$ cat src/shared/mbid_pkg.sv
/*
 Constants, field layout and carrier types for the microcore branch and
 interrupt-return decoder. Assumes a 16-bit instruction word and a
 10-bit code RAM address.
*/
package mbid_pkg;

    localparam int          CODE_W        = 10;

    // Register indices; byte address is four times the index
    localparam logic [9:0]  IDX_CTRL0     = 10'h101;
    localparam logic [9:0]  IDX_CTRL1     = 10'h102;
    localparam logic [9:0]  IDX_RESTART0  = 10'h10a;
    localparam logic [9:0]  IDX_RESTART1  = 10'h10b;
    localparam logic [9:0]  IDX_IRQ0      = 10'h10f;
    localparam logic [9:0]  IDX_IRQ1      = 10'h110;

    localparam logic [15:0] RST_CTRL      = 16'h0000;
    localparam logic [15:0] RST_RESTART   = 16'h0000;
    localparam logic [15:0] RST_IRQ       = 16'h0000;
    localparam logic [1:0]  RST_POLICY    = 2'h0;

    localparam logic [1:0]  POLICY_NONE   = 2'h0;
    localparam logic [1:0]  POLICY_CONT   = 2'h2;
    localparam logic [1:0]  POLICY_RSTRT  = 2'h3;

    // Opcode patterns
    localparam logic [13:0] PAT_POLICY    = 14'h0d6b;
    localparam logic [13:0] PAT_EXIT      = 14'h0d66;
    localparam logic [6:0]  PAT_AFAR      = 7'h1d;
    localparam logic [3:0]  PAT_AFAR_LO   = 4'h5;
    localparam logic [6:0]  PAT_ANEAR     = 7'h12;
    localparam logic [5:0]  PAT_CFAR      = 6'h0f;
    localparam logic [3:0]  PAT_CFAR_LO   = 4'h4;
    localparam logic [5:0]  PAT_CNEAR     = 6'h08;

    // Field positions
    localparam int          F_SEL_LSB     = 5;
    localparam int          F_OP1_BIT     = 4;
    localparam int          F_POL_BIT     = 9;
    localparam int          F_RESUME_BIT  = 1;
    localparam int          F_FLUSH_BIT   = 0;
    localparam int          F_OFF_W       = 5;

    typedef struct packed {
        logic              valid;
        logic [15:0]       word;
        logic [CODE_W-1:0] addr;
    } mbid_instr_s;

    // ALU condition register, field order is the selector code 15..0
    typedef struct packed {
        logic shiftCarry;
        logic convSign;
        logic carry;
        logic posOnlyArith;
        logic noAddSat;
        logic maskAllZeros;
        logic maskAllOnes;
        logic mulOverflow;
        logic mulLoss;
        logic zeroResult;
        logic resultSign;
        logic unsUnderflow;
        logic unsOverflow;
        logic sgnUnderflow;
        logic sgnOverflow;
        logic opDone;
    } mbid_alu_cond_s;

    typedef struct packed {
        logic [1:0]        policy;
        logic [15:0]       irqState;
        logic [15:0]       ctrlBits;
        logic [15:0]       restartAddr;
        logic              pcLoad;
        logic [CODE_W-1:0] pcNext;
        logic              flush;
        logic              retTaken;
        logic              wrPend;
        logic [9:0]        wrIdx;
        logic [31:0]       hrdata;
        logic              hready;
    } mbid_state_s;

endpackage : mbid_pkg

$ cat src/rtl/mbid_branch_irq_decode.sv
/*
 Branch and interrupt-return execution for one microcore: return
 policy, interrupt exit, ALU and control-register jumps, plus an
 AHB-Lite slave for the core's control, restart and interrupt state.
 Assumes the core presents one instruction per valid cycle and
 follows pcNext whenever pcLoad pulses.
*/
module mbid_branch_irq_decode #(
    parameter bit CORE_SEL = 1'b0
) (
    input  wire logic                                  clock,
    input  wire logic                                  reset,
    input  wire logic                                  hsel,
    input  wire logic [31:0]                           haddr,
    input  wire logic [1:0]                            htrans,
    input  wire logic                                  hwrite,
    input  wire logic [2:0]                            hsize,
    input  wire logic [31:0]                           hwdata,
    input  wire logic                                  hready,
    output logic                                       hreadyout,
    output logic                                       hresp,
    output logic [31:0]                                hrdata,
    input  wire mbid_pkg::mbid_instr_s                 instr,
    input  wire mbid_pkg::mbid_alu_cond_s              aluCond,
    input  wire logic [1:0][mbid_pkg::CODE_W-1:0]      jumpRegs,
    input  wire logic                                  irqReturnReq,
    input  wire logic                                  irqEnter,
    input  wire logic [15:0]                           irqEnterState,
    output logic                                       pcLoad,
    output logic [mbid_pkg::CODE_W-1:0]                pcNext,
    output logic                                       queueFlush,
    output logic                                       returnTaken,
    output logic [1:0]                                 returnPolicy,
    output logic [15:0]                                controlBits
);

    localparam logic [9:0] CTRL_IDX = CORE_SEL ? mbid_pkg::IDX_CTRL1
                                               : mbid_pkg::IDX_CTRL0;
    localparam logic [9:0] RST_IDX  = CORE_SEL ? mbid_pkg::IDX_RESTART1
                                               : mbid_pkg::IDX_RESTART0;
    localparam logic [9:0] IRQ_IDX  = CORE_SEL ? mbid_pkg::IDX_IRQ1
                                               : mbid_pkg::IDX_IRQ0;

    mbid_pkg::mbid_state_s q;
    mbid_pkg::mbid_state_s d;

    logic                         isPolicy;
    logic                         isExit;
    logic                         isAFar;
    logic                         isANear;
    logic                         isCFar;
    logic                         isCNear;
    logic [3:0]                   sel;
    logic                         aluHit;
    logic                         ctrlHit;
    logic                         autoAcc;
    logic                         addrPh;
    logic [mbid_pkg::CODE_W-1:0]  seqAddr;
    logic [mbid_pkg::CODE_W-1:0]  nearAddr;
    logic [mbid_pkg::CODE_W-1:0]  farAddr;

    // Offset widened with its sign, sum wraps in the address width
    function automatic logic [mbid_pkg::CODE_W-1:0] relTarget(
        input logic [mbid_pkg::CODE_W-1:0] base,
        input logic [mbid_pkg::F_OFF_W-1:0] off
    );
        logic [mbid_pkg::CODE_W-1:0] ext;
        ext = {{(mbid_pkg::CODE_W - mbid_pkg::F_OFF_W){off[4]}}, off};
        return base + ext;
    endfunction : relTarget

    function automatic logic [31:0] readReg(
        input logic [9:0]            idx,
        input mbid_pkg::mbid_state_s s
    );
        logic [31:0] v;
        v = 32'h0000_0000;
        if (idx == CTRL_IDX) begin
            v = {16'h0000, s.ctrlBits};
        end else if (idx == RST_IDX) begin
            v = {16'h0000, s.restartAddr};
        end else if (idx == IRQ_IDX) begin
            v = {16'h0000, s.irqState};
        end
        return v;
    endfunction : readReg

    assign isPolicy = instr.valid && instr.word[15:2] == mbid_pkg::PAT_POLICY;
    assign isExit   = instr.valid && instr.word[15:2] == mbid_pkg::PAT_EXIT;
    assign isAFar   = instr.valid && instr.word[15:9] == mbid_pkg::PAT_AFAR
                      && instr.word[3:0] == mbid_pkg::PAT_AFAR_LO;
    assign isANear  = instr.valid && instr.word[15:9] == mbid_pkg::PAT_ANEAR;
    assign isCFar   = instr.valid && instr.word[15:10] == mbid_pkg::PAT_CFAR
                      && instr.word[3:0] == mbid_pkg::PAT_CFAR_LO;
    assign isCNear  = instr.valid && instr.word[15:10] == mbid_pkg::PAT_CNEAR;

    assign sel      = instr.word[mbid_pkg::F_SEL_LSB +: 4];
    // Selector code equals the flag's position in the condition word
    assign aluHit   = aluCond[sel];
    assign ctrlHit  = q.ctrlBits[sel] == instr.word[mbid_pkg::F_POL_BIT];

    assign seqAddr  = instr.addr + 10'h001;
    assign nearAddr = relTarget(instr.addr, instr.word[4:0]);
    assign farAddr  = jumpRegs[instr.word[mbid_pkg::F_OP1_BIT]];

    // Policy 01 has bit 1 clear, so it is ignored like 00
    assign autoAcc  = irqReturnReq && q.policy[1];
    assign addrPh   = hsel && htrans[1] && hready;

    always_comb begin
        d          = q;
        d.pcLoad   = 1'b0;
        d.flush    = 1'b0;
        d.retTaken = 1'b0;
        d.hready   = 1'b1;
        // The return request preempts the instruction in the same cycle
        if (autoAcc) begin
            d.pcLoad   = 1'b1;
            d.retTaken = 1'b1;
            d.irqState = 16'h0000;
            if (q.policy == mbid_pkg::POLICY_RSTRT) begin
                d.pcNext = q.restartAddr[mbid_pkg::CODE_W-1:0];
            end else begin
                d.pcNext = q.irqState[mbid_pkg::CODE_W-1:0];
            end
        end else if (instr.valid) begin
            d.pcLoad = 1'b1;
            d.pcNext = seqAddr;
            if (isPolicy) begin
                d.policy = instr.word[1:0];
            end else if (isExit) begin
                d.irqState = 16'h0000;
                d.retTaken = 1'b1;
                d.flush    = instr.word[mbid_pkg::F_FLUSH_BIT];
                if (instr.word[mbid_pkg::F_RESUME_BIT]) begin
                    d.pcNext = q.restartAddr[mbid_pkg::CODE_W-1:0];
                end else begin
                    d.pcNext = q.irqState[mbid_pkg::CODE_W-1:0];
                end
            end else if (isAFar && aluHit) begin
                d.pcNext = farAddr;
            end else if (isANear && aluHit) begin
                d.pcNext = nearAddr;
            end else if (isCFar && ctrlHit) begin
                d.pcNext = farAddr;
            end else if (isCNear && ctrlHit) begin
                d.pcNext = nearAddr;
            end
        end
        // Bus data phase; the interrupt state is read only
        if (q.wrPend) begin
            if (q.wrIdx == CTRL_IDX) begin
                d.ctrlBits = hwdata[15:0];
            end else if (q.wrIdx == RST_IDX) begin
                d.restartAddr = hwdata[15:0];
            end
        end
        d.wrPend = addrPh && hwrite;
        d.wrIdx  = haddr[11:2];
        d.hrdata = 32'h0000_0000;
        if (addrPh && !hwrite && haddr[31:12] == 20'h00000) begin
            d.hrdata = readReg(haddr[11:2], q);
        end
        // Entry after the clear so a new interrupt is never lost
        if (irqEnter) begin
            d.irqState = irqEnterState;
        end
    end

    always_ff @(posedge clock or posedge reset) begin
        if (reset) begin
            q.policy      <= mbid_pkg::RST_POLICY;
            q.irqState    <= mbid_pkg::RST_IRQ;
            q.ctrlBits    <= mbid_pkg::RST_CTRL;
            q.restartAddr <= mbid_pkg::RST_RESTART;
            q.pcLoad      <= 1'b0;
            q.pcNext      <= '0;
            q.flush       <= 1'b0;
            q.retTaken    <= 1'b0;
            q.wrPend      <= 1'b0;
            q.wrIdx       <= 10'h000;
            q.hrdata      <= 32'h0000_0000;
            q.hready      <= 1'b1;
        end else begin
            q <= d;
        end
    end

    assign hreadyout    = q.hready;
    assign hresp        = 1'b0;
    assign hrdata       = q.hrdata;
    assign pcLoad       = q.pcLoad;
    assign pcNext       = q.pcNext;
    assign queueFlush   = q.flush;
    assign returnTaken  = q.retTaken;
    assign returnPolicy = q.policy;
    assign controlBits  = q.ctrlBits;

    logic plainExit;
    assign plainExit = isExit && !autoAcc && !irqEnter;
endmodule : mbid_branch_irq_decode

$ cat config.mk
export PLATFORM = sky130hd
export DESIGN_NAME = mbid_branch_irq_decode
export DESIGN_NICKNAME = d
export VERILOG_FILES = /design/src/shared/mbid_pkg.sv /design/src/rtl/mbid_branch_irq_decode.sv
export SDC_FILE = /design/constraint.sdc
export NUM_CORES = 1
export LEC_CHECK = 0
export BUFFER_PORTS_ARGS = -buffer_cell sky130_fd_sc_hd__buf_2
export CAP_MARGIN = 40
export CORE_MARGIN = 2
export CORE_UTILIZATION = 45
export CTS_CLUSTER_DIAMETER = 80
export CTS_CLUSTER_SIZE = 40
export DETAILED_ROUTE_END_ITERATION = 6
export PLACE_DENSITY = 0.75
export SETUP_SLACK_MARGIN = 0.02
export SYNTH_ARGS = -nofsm -noshare
export SYNTH_HDL_FRONTEND = slang
export SYNTH_SLANG_ARGS = --single-unit
$ cat constraint.sdc
create_clock -name clock -period 2.7 [get_ports clock]
set_input_delay 0.54 -clock clock [delete_from_list [all_inputs] [get_ports clock]]
set_output_delay 0.54 -clock clock [all_outputs]
set_load 0.01 [all_outputs]
**After elaboration in Yosys (flattened, before gate mapping)**

Cells that the tools add are included.

- Register bits: 106
- Logic and storage cells: 88

- Reduce and logical (&&, ||, !) cells: 27
- Muxes and demuxes: 28
- Equality and inequality tests: 16
- Bitwise logic cells: 2
- Magnitude comparators: 2
- Add/subtract/negate cells: 2

Operators by type and width:

| operator | number |
|---|---|
| two-way mux 16 bit | 9 |
| two-way mux 10 bit | 9 |
| equality test 10 x 9 -> 1 bit (second input constant) | 5 |
| equality test 14 x 12 -> 1 bit (second input constant) | 2 |
| logical NOT 20 bit | 1 |
| logical AND 1 bit | 18 |
| equality test 7 x 5 -> 1 bit (second input constant) | 2 |
| two-way mux 13 bit | 1 |
| equality test 6 x 4 -> 1 bit (second input constant) | 2 |
| two-way mux 12 bit | 1 |
| two-way mux 11 bit | 1 |
| adder 10 x 1 -> 10 bit (second input constant) | 1 |
| adder 10 bit | 1 |
| AND reduction 3 bit | 3 |
| binary-select mux 1 bit (select 4 bit) | 2 |
| equality test 4 x 3 -> 1 bit (second input constant) | 2 |
| nonzero test 3 bit | 2 |
| < comparator 4 x 5 -> 1 bit (second input constant) | 1 |
| two-way mux 1 bit | 4 |
| inequality test 3 x 2 -> 1 bit (second input constant) | 1 |
| equality test 2 bit (second input constant) | 1 |
| < comparator 1 x 2 -> 1 bit (second input constant) | 1 |
| two-way mux 2 bit | 1 |
| inverter 1 bit | 2 |
| 4 further kinds | 4 |

**Longest topological paths before layout**

Gate-level depths: netlist (run 1).

- Word-level depth: 12
- Mapped depth: 11
- Mapped depth without buffers: 11

**Least setup slack after synthesis (run 1)**

No wires, ideal clock.

- Kind: input to register
- From: input instr[11] in the netlist's numbering
- To: register, netlist name pcNext[8]
- Setup time: 0.083 ns
- Stages on the path: 11
- Required time: 2.617 ns
- Buffers on the path: 1
- Arrival: 2.544 ns
- Setup slack: 0.074 ns
- Cell sequence: buf_1 inv_1 fa_1 nand2b_1 a21oi_1 nor3_1 o21bai_1 a21oi_1 xor2_1 and2_2 o21ai_0

- Cells in the longest elaborated chain, start to end: 10
- Elaborated cells on any way between the ends: 16
- Classes of those cells: add/sub (1); eq/ne (2); mux (9); reduce/logical (4)

RTL lines:

| what | line | source |
|---|---|---|
| start, declared | mbid_branch_irq_decode.sv:23 | `input wire mbid_pkg::mbid_instr_s instr,` |
| parallel branches: the longest is 6 deep, another holds adder 10 bit | -- |  |
| two-way mux 10 bit (*) | mbid_branch_irq_decode.sv:131 | `end else if (isExit) begin` |
| two-way mux 12 bit (*) | mbid_branch_irq_decode.sv:129 | `if (isPolicy) begin` |
| two-way mux 13 bit (*) | mbid_branch_irq_decode.sv:126 | `end else if (instr.valid) begin` |
| two-way mux 11 bit (*) | mbid_branch_irq_decode.sv:117 | `if (autoAcc) begin` |

Mark *: on every way between the ends. The select of a mux whose other input is x is not followed.
A chain may end at the register's enable or synchronous reset.

**Worst setup path in the final report (run 1)**

- From: input instr[17] in the netlist's numbering
- To: register, netlist name pcNext[1]

- Cells in the longest elaborated chain, start to end: 12
- Elaborated cells on any way between the ends: 21
- Classes of those cells: eq/ne (3); mux (12); reduce/logical (6)

RTL lines:

| what | line | source |
|---|---|---|
| binary-select mux 1 bit (select 4 bit) | mbid_branch_irq_decode.sv:100 | `assign ctrlHit = q.ctrlBits[sel] == instr.word[mbid_pkg::F_POL_BIT];` |
| two-way mux 1 bit (not written as such) | mbid_branch_irq_decode.sv:100 |  |
| equality test 1 bit | mbid_branch_irq_decode.sv:100 |  |
| logical AND 1 bit | mbid_branch_irq_decode.sv:146 | `end else if (isCNear && ctrlHit) begin` |
| two-way mux 10 bit | mbid_branch_irq_decode.sv:146 |  |
| two-way mux 10 bit | mbid_branch_irq_decode.sv:144 | `end else if (isCFar && ctrlHit) begin` |
| two-way mux 10 bit | mbid_branch_irq_decode.sv:142 | `end else if (isANear && aluHit) begin` |
| two-way mux 10 bit | mbid_branch_irq_decode.sv:140 | `end else if (isAFar && aluHit) begin` |
| two-way mux 10 bit | mbid_branch_irq_decode.sv:131 |  |
| two-way mux 12 bit (*) | mbid_branch_irq_decode.sv:129 |  |
| two-way mux 13 bit (*) | mbid_branch_irq_decode.sv:126 |  |
| two-way mux 11 bit (*) | mbid_branch_irq_decode.sv:117 |  |

Every way passes the cells marked *; elsewhere a longest branch is shown, timed or not. The select of a mux whose other input is x is not followed.

==> flow_summary.ini, run 1 <==
[place]
io_buffer_count = 179
hpwl_microns = 12380
place_ws_ns = -0.2935
gp_congestion = 0.8706

[power_and_ir_drop]
clockPowerShare = 0.367
p_total_mw = 3.206
p_leak_nw = 3.190
p_per_area_mw_per_mm2 = 475.2
ir_worst_vdd_v = 0.0004091
p_switching_mw = 0.8694
power_frac_comb = 0.170
seqPwrFrac = 0.463
internal-power_mw = 2.336
netSwitchingFraction = 0.2712

[global_route]
grt_overflow_total = 0
grt_pass1_wl_microns = 23800
track_usage = 0.2341
grt_max_degree = 57
antenna_found_initial = 1
grt_pass1_vias = 4730

[flow_run]
drv_cap = 0

[detailed_routing]
final_antenna_net_count = 0
drt_iter0_drc = 349
drc_errors = 0
wl_microns = 15780
num_vias = 4770
routed_via_density = 5.489
wl_per_cell_microns = 18.16
drt_first_pass_iters = 5

[worst_setup_path]
crit_path_start_kind = input pin
cp-end-kind = flop
required_ns = 2.92
critical_path_class = input pin to flop
arrival_ns = 2.80
cp_max_fo = 7

[cts]
path_clk_slew_ns = 0.06
cts_made_buffers = 9
clk_latency_ns = 0.34
post_cts_buffers = 0
cts_num_sinks = 90
hold_buffers = 0
h-tree-depth = 3
clockBufferDepth = 2
root_buffer = clkbuf_16
cts_tree = built

[synthesis]
syn_area_sq_mm = 0.005570
yosysUniqueCellTypes = 64
synth_top_area_share = 0.4043
yosys_warnings = 0
syn_inst = 540
synth_area_leaders = dfrtp_1 (40%), buf_4 (8.4%), mux2_2 (7.7%)
ys_seq_elements = 90
syn-mean-instance-area_sq_um = 10.32
yosysMostFrequentCell = dfrtp_1
synth_common_cells = dfrtp_1 (90), buf_4 (62), nand2_1 (56)
synth-main-ff-cell = dfrtp_1
seq_area_frac_synth = 0.4043
async_flop_share = 1.000
synth_edf_count = 0
synth_largest_area_cell = dfrtp_1

[die]
fp.dieW_microns = 115.3
placementRows = 40
core_area_sq_mm = 0.01206
start_util = 0.4618
die_h_microns = 115.3
dieArea_sq_mm = 0.01328
top_level_ports = 220

[timing]
rsz0062_at_grt = false
setup_viol = 0
hold_viol = 0
slew_headroom = 0.5063
worst_slack_ns = 0.1210
final.min_clock_period_ns = 2.579
min_period_over_period = 0.9552
worst_pin_slew_ns = 0.7390
finalClockSkew_ns = 0.005567
slew_viol_final = 0
fmax_mhz = 387.7
fin_tns_setup_ns = 0

[finish]
fin_util = 0.5593
syn_to_final_growth_pct = 21.11
antenna_cells = 0
fin_nets = 862
drive_gt1_frac = 0.4165
n_fill_cell = 1059

[hold_path]
hold_path.class = input pin to flop

[outcome]
status = finished, final reports clean
==> kinds of logic after synthesis <==
group / synth area share
compound gates: 0.1303
flops: 0.4043
xor+xnor: 0.02201
simple gates: 0.1422
fa+ha+maj: 0.02606
other cells: 0.001348
mux: 0.1644
buf+inv: 0.1094
==> through the flow <==
step / hold WS, ns / instances / instance area [sq um]
floorplan: 0.4783 / 556 / 5634
global placement: 0.4864 / 853 / 6439
global route: 0.3042 / 869 / 6746
finish: 0.3181 / 869 / 6746
CTS: 0.3111 / 869 / 6721
detailed placement: 0.5007 / 853 / 6439
==> worst max-delay path, cell delays in order <==
cell       delay, ns
clkbuf_4        0.18
buf_12          0.13
mux4_2          0.48
mux4_2          0.53
nand4b_2        0.13
o21ai_4         0.10
nor2b_1         0.17
a2111oi_2       0.41
o31ai_1         0.12
==> sequential cells by signal (all words and copies together) (netlist names) <==
name and cells:
controlBits 16, pcLoad 1, hrdata 16, returnTaken 1, pcNext 10, q 43
returnPolicy 2, queueFlush 1
==> layout by cell type (no fill, tap or decap), types with 3 or more instances in the layout <==
cell and instances:
and2_1 3, xor2_1 11, and3_1 3, nand2_1 56, nor4_2 3, buf_4 31
clkinv_4 4, o211ai_1 4, nor3_1 6, nor4_1 8, nor2b_1 4, ha_1 10
mux2_2 38, mux2i_1 25, a211oi_1 6, a222oi_1 16, dfrtp_1 87, o31ai_1 3
inv_1 5, dfrtp_2 3, o21ai_0 34, nand4b_1 3, conb_1 18, o221ai_1 3
nand2b_1 3, a22oi_1 3, nand4_1 3, clkbuf_16 9, a21oi_1 8, or4_1 3
nor2_1 38, mux4_2 7, buf_2 178, nand3_1 15
==> area by class of cell <==
type                       count  area, sq um  area share
multi-input combinational    377         2800      0.4151
sequential                    90         2256      0.3344
timing repair buffer         212         1171      0.1736
clock buffer                  11        242.7     0.03598
tap                          168        210.2     0.03116
clock inverter                 5        40.04    0.005935
inverter                       6        26.28    0.003895
==> timing repair <==
item / CTS / global route
endpoints found under the setup margin: 0 / 10
endpoints found under the hold margin: 0 / 0
resized for setup: 0 / 11
==> path summary, 6_finish.rpt <==
| check | slack [ns] | to | startpoint | depth (start not counted) |
|---|---|---|---|---|
| max | 0.12 | pcNext[1] | instr[17] | 9 |
| max in group asynchronous | 1.66 | controlBits[2] | reset | 3 |
| min | 0.32 | q[40] | haddr[9] | 1 |
| min in group asynchronous | 0.33 | q[104] | reset | 2 |
| max reg2reg | 0.15 | pcNext[1] | controlBits[15] | 8 |
| min reg2reg | 0.52 | q[68] | q[68] | 1 |
==> layer usage <==
layer / wire (microns) / share of wire / up-vias / GRT usage
met4: 335 / 0.021 / 2 / 0.07952
li1: - / - / 2234 / -
met2: 7698 / 0.49 / 218 / 0.4012
met1: 6534 / 0.41 / 2294 / 0.2947
met5: 13 / 0.00082 / - / 0
met3: 1202 / 0.076 / 22 / 0.05008
==> power groups by stage <==
stage	sequential (mW)	combinational, mW	clock, mW
after global placement	1.50	0.525	0
final	1.48	0.546	1.18
after CTS	1.48	0.541	1.19
after global routing	1.49	0.606	1.25
after detailed placement	1.51	0.537	0
after floorplan	1.48	0.356	0
No activity file was read; power rests on OpenSTA's default activity.
==> run 2, diff against run 1 <==
--- a/config.mk
+++ b/config.mk
@@ -12,6 +12,7 @@
 export CTS_CLUSTER_DIAMETER = 80
 export CTS_CLUSTER_SIZE = 40
 export DETAILED_ROUTE_END_ITERATION = 6
+export MAX_ROUTING_LAYER = met4
 export PLACE_DENSITY = 0.75
 export SETUP_SLACK_MARGIN = 0.02
 export SYNTH_ARGS = -nofsm -noshare
==> constraint.sdc (replaced) <==
create_clock -name clock -period 2.1 [get_ports clock]
set_input_delay 0.42 -clock clock [delete_from_list [all_inputs] [get_ports clock]]
set_output_delay 0.42 -clock clock [all_outputs]
set_load 0.01 [all_outputs]
==> run 2 against run 1 <==
Critical path type is now flop to flop. Clock power up 36%. Total power increased by 35%. Largest cell class unchanged. Flip-flop and latch count did not move. The run now ends with negative setup slack left. Critical endpoint is now pcNext[2]. Clock skew fell by 0.00057 ns. Setup slack got worse by 0.36 ns.
==> flow_summary.ini, run 2 (synthesis gave the netlist of run 1 again) <==
[outcome]
status = finished, violations left
violations = negative setup slack

[cts]
hold_buffers = 0
path_clk_slew_ns = 0.07
cts_made_buffers = 9
clockBufferDepth = 2
root_buffer = clkbuf_16
cts_num_sinks = 90
h-tree-depth = 3
cts_tree = built
clk_latency_ns = 0.34

[finish]
top_register = q
n_fill_cell = 1010
fin_nets = 913
layout_common_cells = buf_2 (178), dfrtp_1 (90), buf_4 (78), nand2_1 (56), mux2_2 (38)
syn_to_final_growth_pct = 30.48
multiInputGateArea_sq_mm = 0.002883
antenna_cells = 0
drive_gt1_frac = 0.4668
layout_commonest_cell = buf_2
seqCellArea_sq_mm = 0.002252
fin_util = 0.6026
largest_reg_flops = 43

[timing]
setup_viol = 10
fmax_mhz = 426.8
worst_pin_slew_ns = 0.5672
final.min_clock_period_ns = 2.343
worst_slack_ns = -0.2428
rsz0062_at_grt = true
slew_viol_final = 0
finalClockSkew_ns = 0.004993
hold_viol = 0
min_period_over_period = 1.116
timing.hold.ws_ns = 0.1985
slew_headroom = 0.6218

[place]
hpwl_microns = 12840
io_buffer_count = 179
gp_congestion = 0.8950
place_ws_ns = -0.6221

[worst_setup_path]
path_delay_family = multiplexers
path_cells = mux4_2, mux2i_1, mux2i_1, xor2_1, buf_4, o21ai_4, buf_6, a22oi_2, a31o_2
cp_slowest_cell = mux4_2
crit_path_start_kind = flop
arrival_ns = 2.57
crit_buf_inv = 2
cp_max_fo = 7
cp-end-kind = flop
critical_path_class = flop to flop
required_ns = 2.33
cpPeakStageDelay_ns = 0.47
worst_path_most_repeated_cell = mux2i_1

[global_route]
grt_overflow_total = 0
grt_pass1_vias = 5064
grt_max_degree = 91
grt_pass1_wl_microns = 25950
track_usage = 0.2624
antenna_found_initial = 0

[detailed_routing]
drt_first_pass_iters = 6
drt_iter0_drc = 488
wl_per_cell_microns = 18.13
routed_via_density = 5.446
wl_microns = 16680
drc_errors = 0
num_vias = 5010
final_antenna_net_count = 0

[die]
start_util = 0.4618
placementRows = 40
die_h_microns = 115.3
core_area_sq_mm = 0.01206
dieArea_sq_mm = 0.01328
top_level_ports = 220
fp.dieW_microns = 115.3

[power_and_ir_drop]
p_total_mw = 4.337
p_leak_nw = 3.469
ir_worst_vdd_v = 0.0004434
p_per_area_mw_per_mm2 = 596.7

[flow_run]
drv_cap = 0

[hold_path]
hold_path.class = input pin to flop
## run 2: cell count changes in the layout (fill, tap and decap cells not counted), moves of 3 or more
cell	change
buf_4	+47
clkinv_4	-4
dfrtp_1	+3
dfrtp_2	-3
o21ai_0	-4
## run 2: where the power goes
| part | switching, mW | total (mW) | internal [mW] | leakage [nW] |
|---|---|---|---|---|
| sequential | 0.0774 | 1.90 | 1.82 | 1.11 |
| clock | 0.682 | 1.61 | 0.932 | 0.137 |
| combinational | 0.413 | 0.822 | 0.409 | 2.22 |
## run 2: final timing paths
check	startpoint	end	slack (ns)	cells after the start
max	controlBits[14]	pcNext[2]	-0.24	9
min	haddr[6]	q[37]	0.20	1
max reg2reg	controlBits[14]	pcNext[2]	-0.24	9
min reg2reg	q[69]	q[69]	0.52	1
max in group asynchronous	reset	controlBits[3]	1.53	3
min in group asynchronous	reset	q[38]	0.21	3
## run 2: layout make-up
type                            count  share of cell area
Tap cell                          168             0.02892
Timing Repair Buffer              263              0.2203
Clock inverter                      5            0.008607
Sequential cell                    90              0.3099
Clock buffer                       11             0.03202
Inverter                            6            0.003615
Multi-Input combinational cell    377              0.3966
## run 2: per-layer routing
metal  GRT usage  routed length, microns  vias to the layer above
met5           -                       0                        -
met4     0.07631                     346                        0
met3     0.05799                    1436                       30
met2      0.4318                    8086                      241
met1      0.3260                    6807                     2409
li1            -                       -                     2330
## run 2: timing repair
action                                  in CTS  in global routing
pin swaps                                   16                 14
gates cloned                                 1                  0
resized for setup                           23                  6
endpoints found under the setup margin      10                 42
buffers inserted                             3                  0
## run 2: metrics by stage
step / cell area (sq um) / cells / TNS (ns)
after floorplan: 5637 / 556 / -2.696
final: 7268 / 920 / -2.025
after global placement: 6794 / 900 / -7.478
after global routing: 7268 / 920 / -3.740
after CTS: 7242 / 920 / -1.747
after detailed placement: 6794 / 900 / -8.451
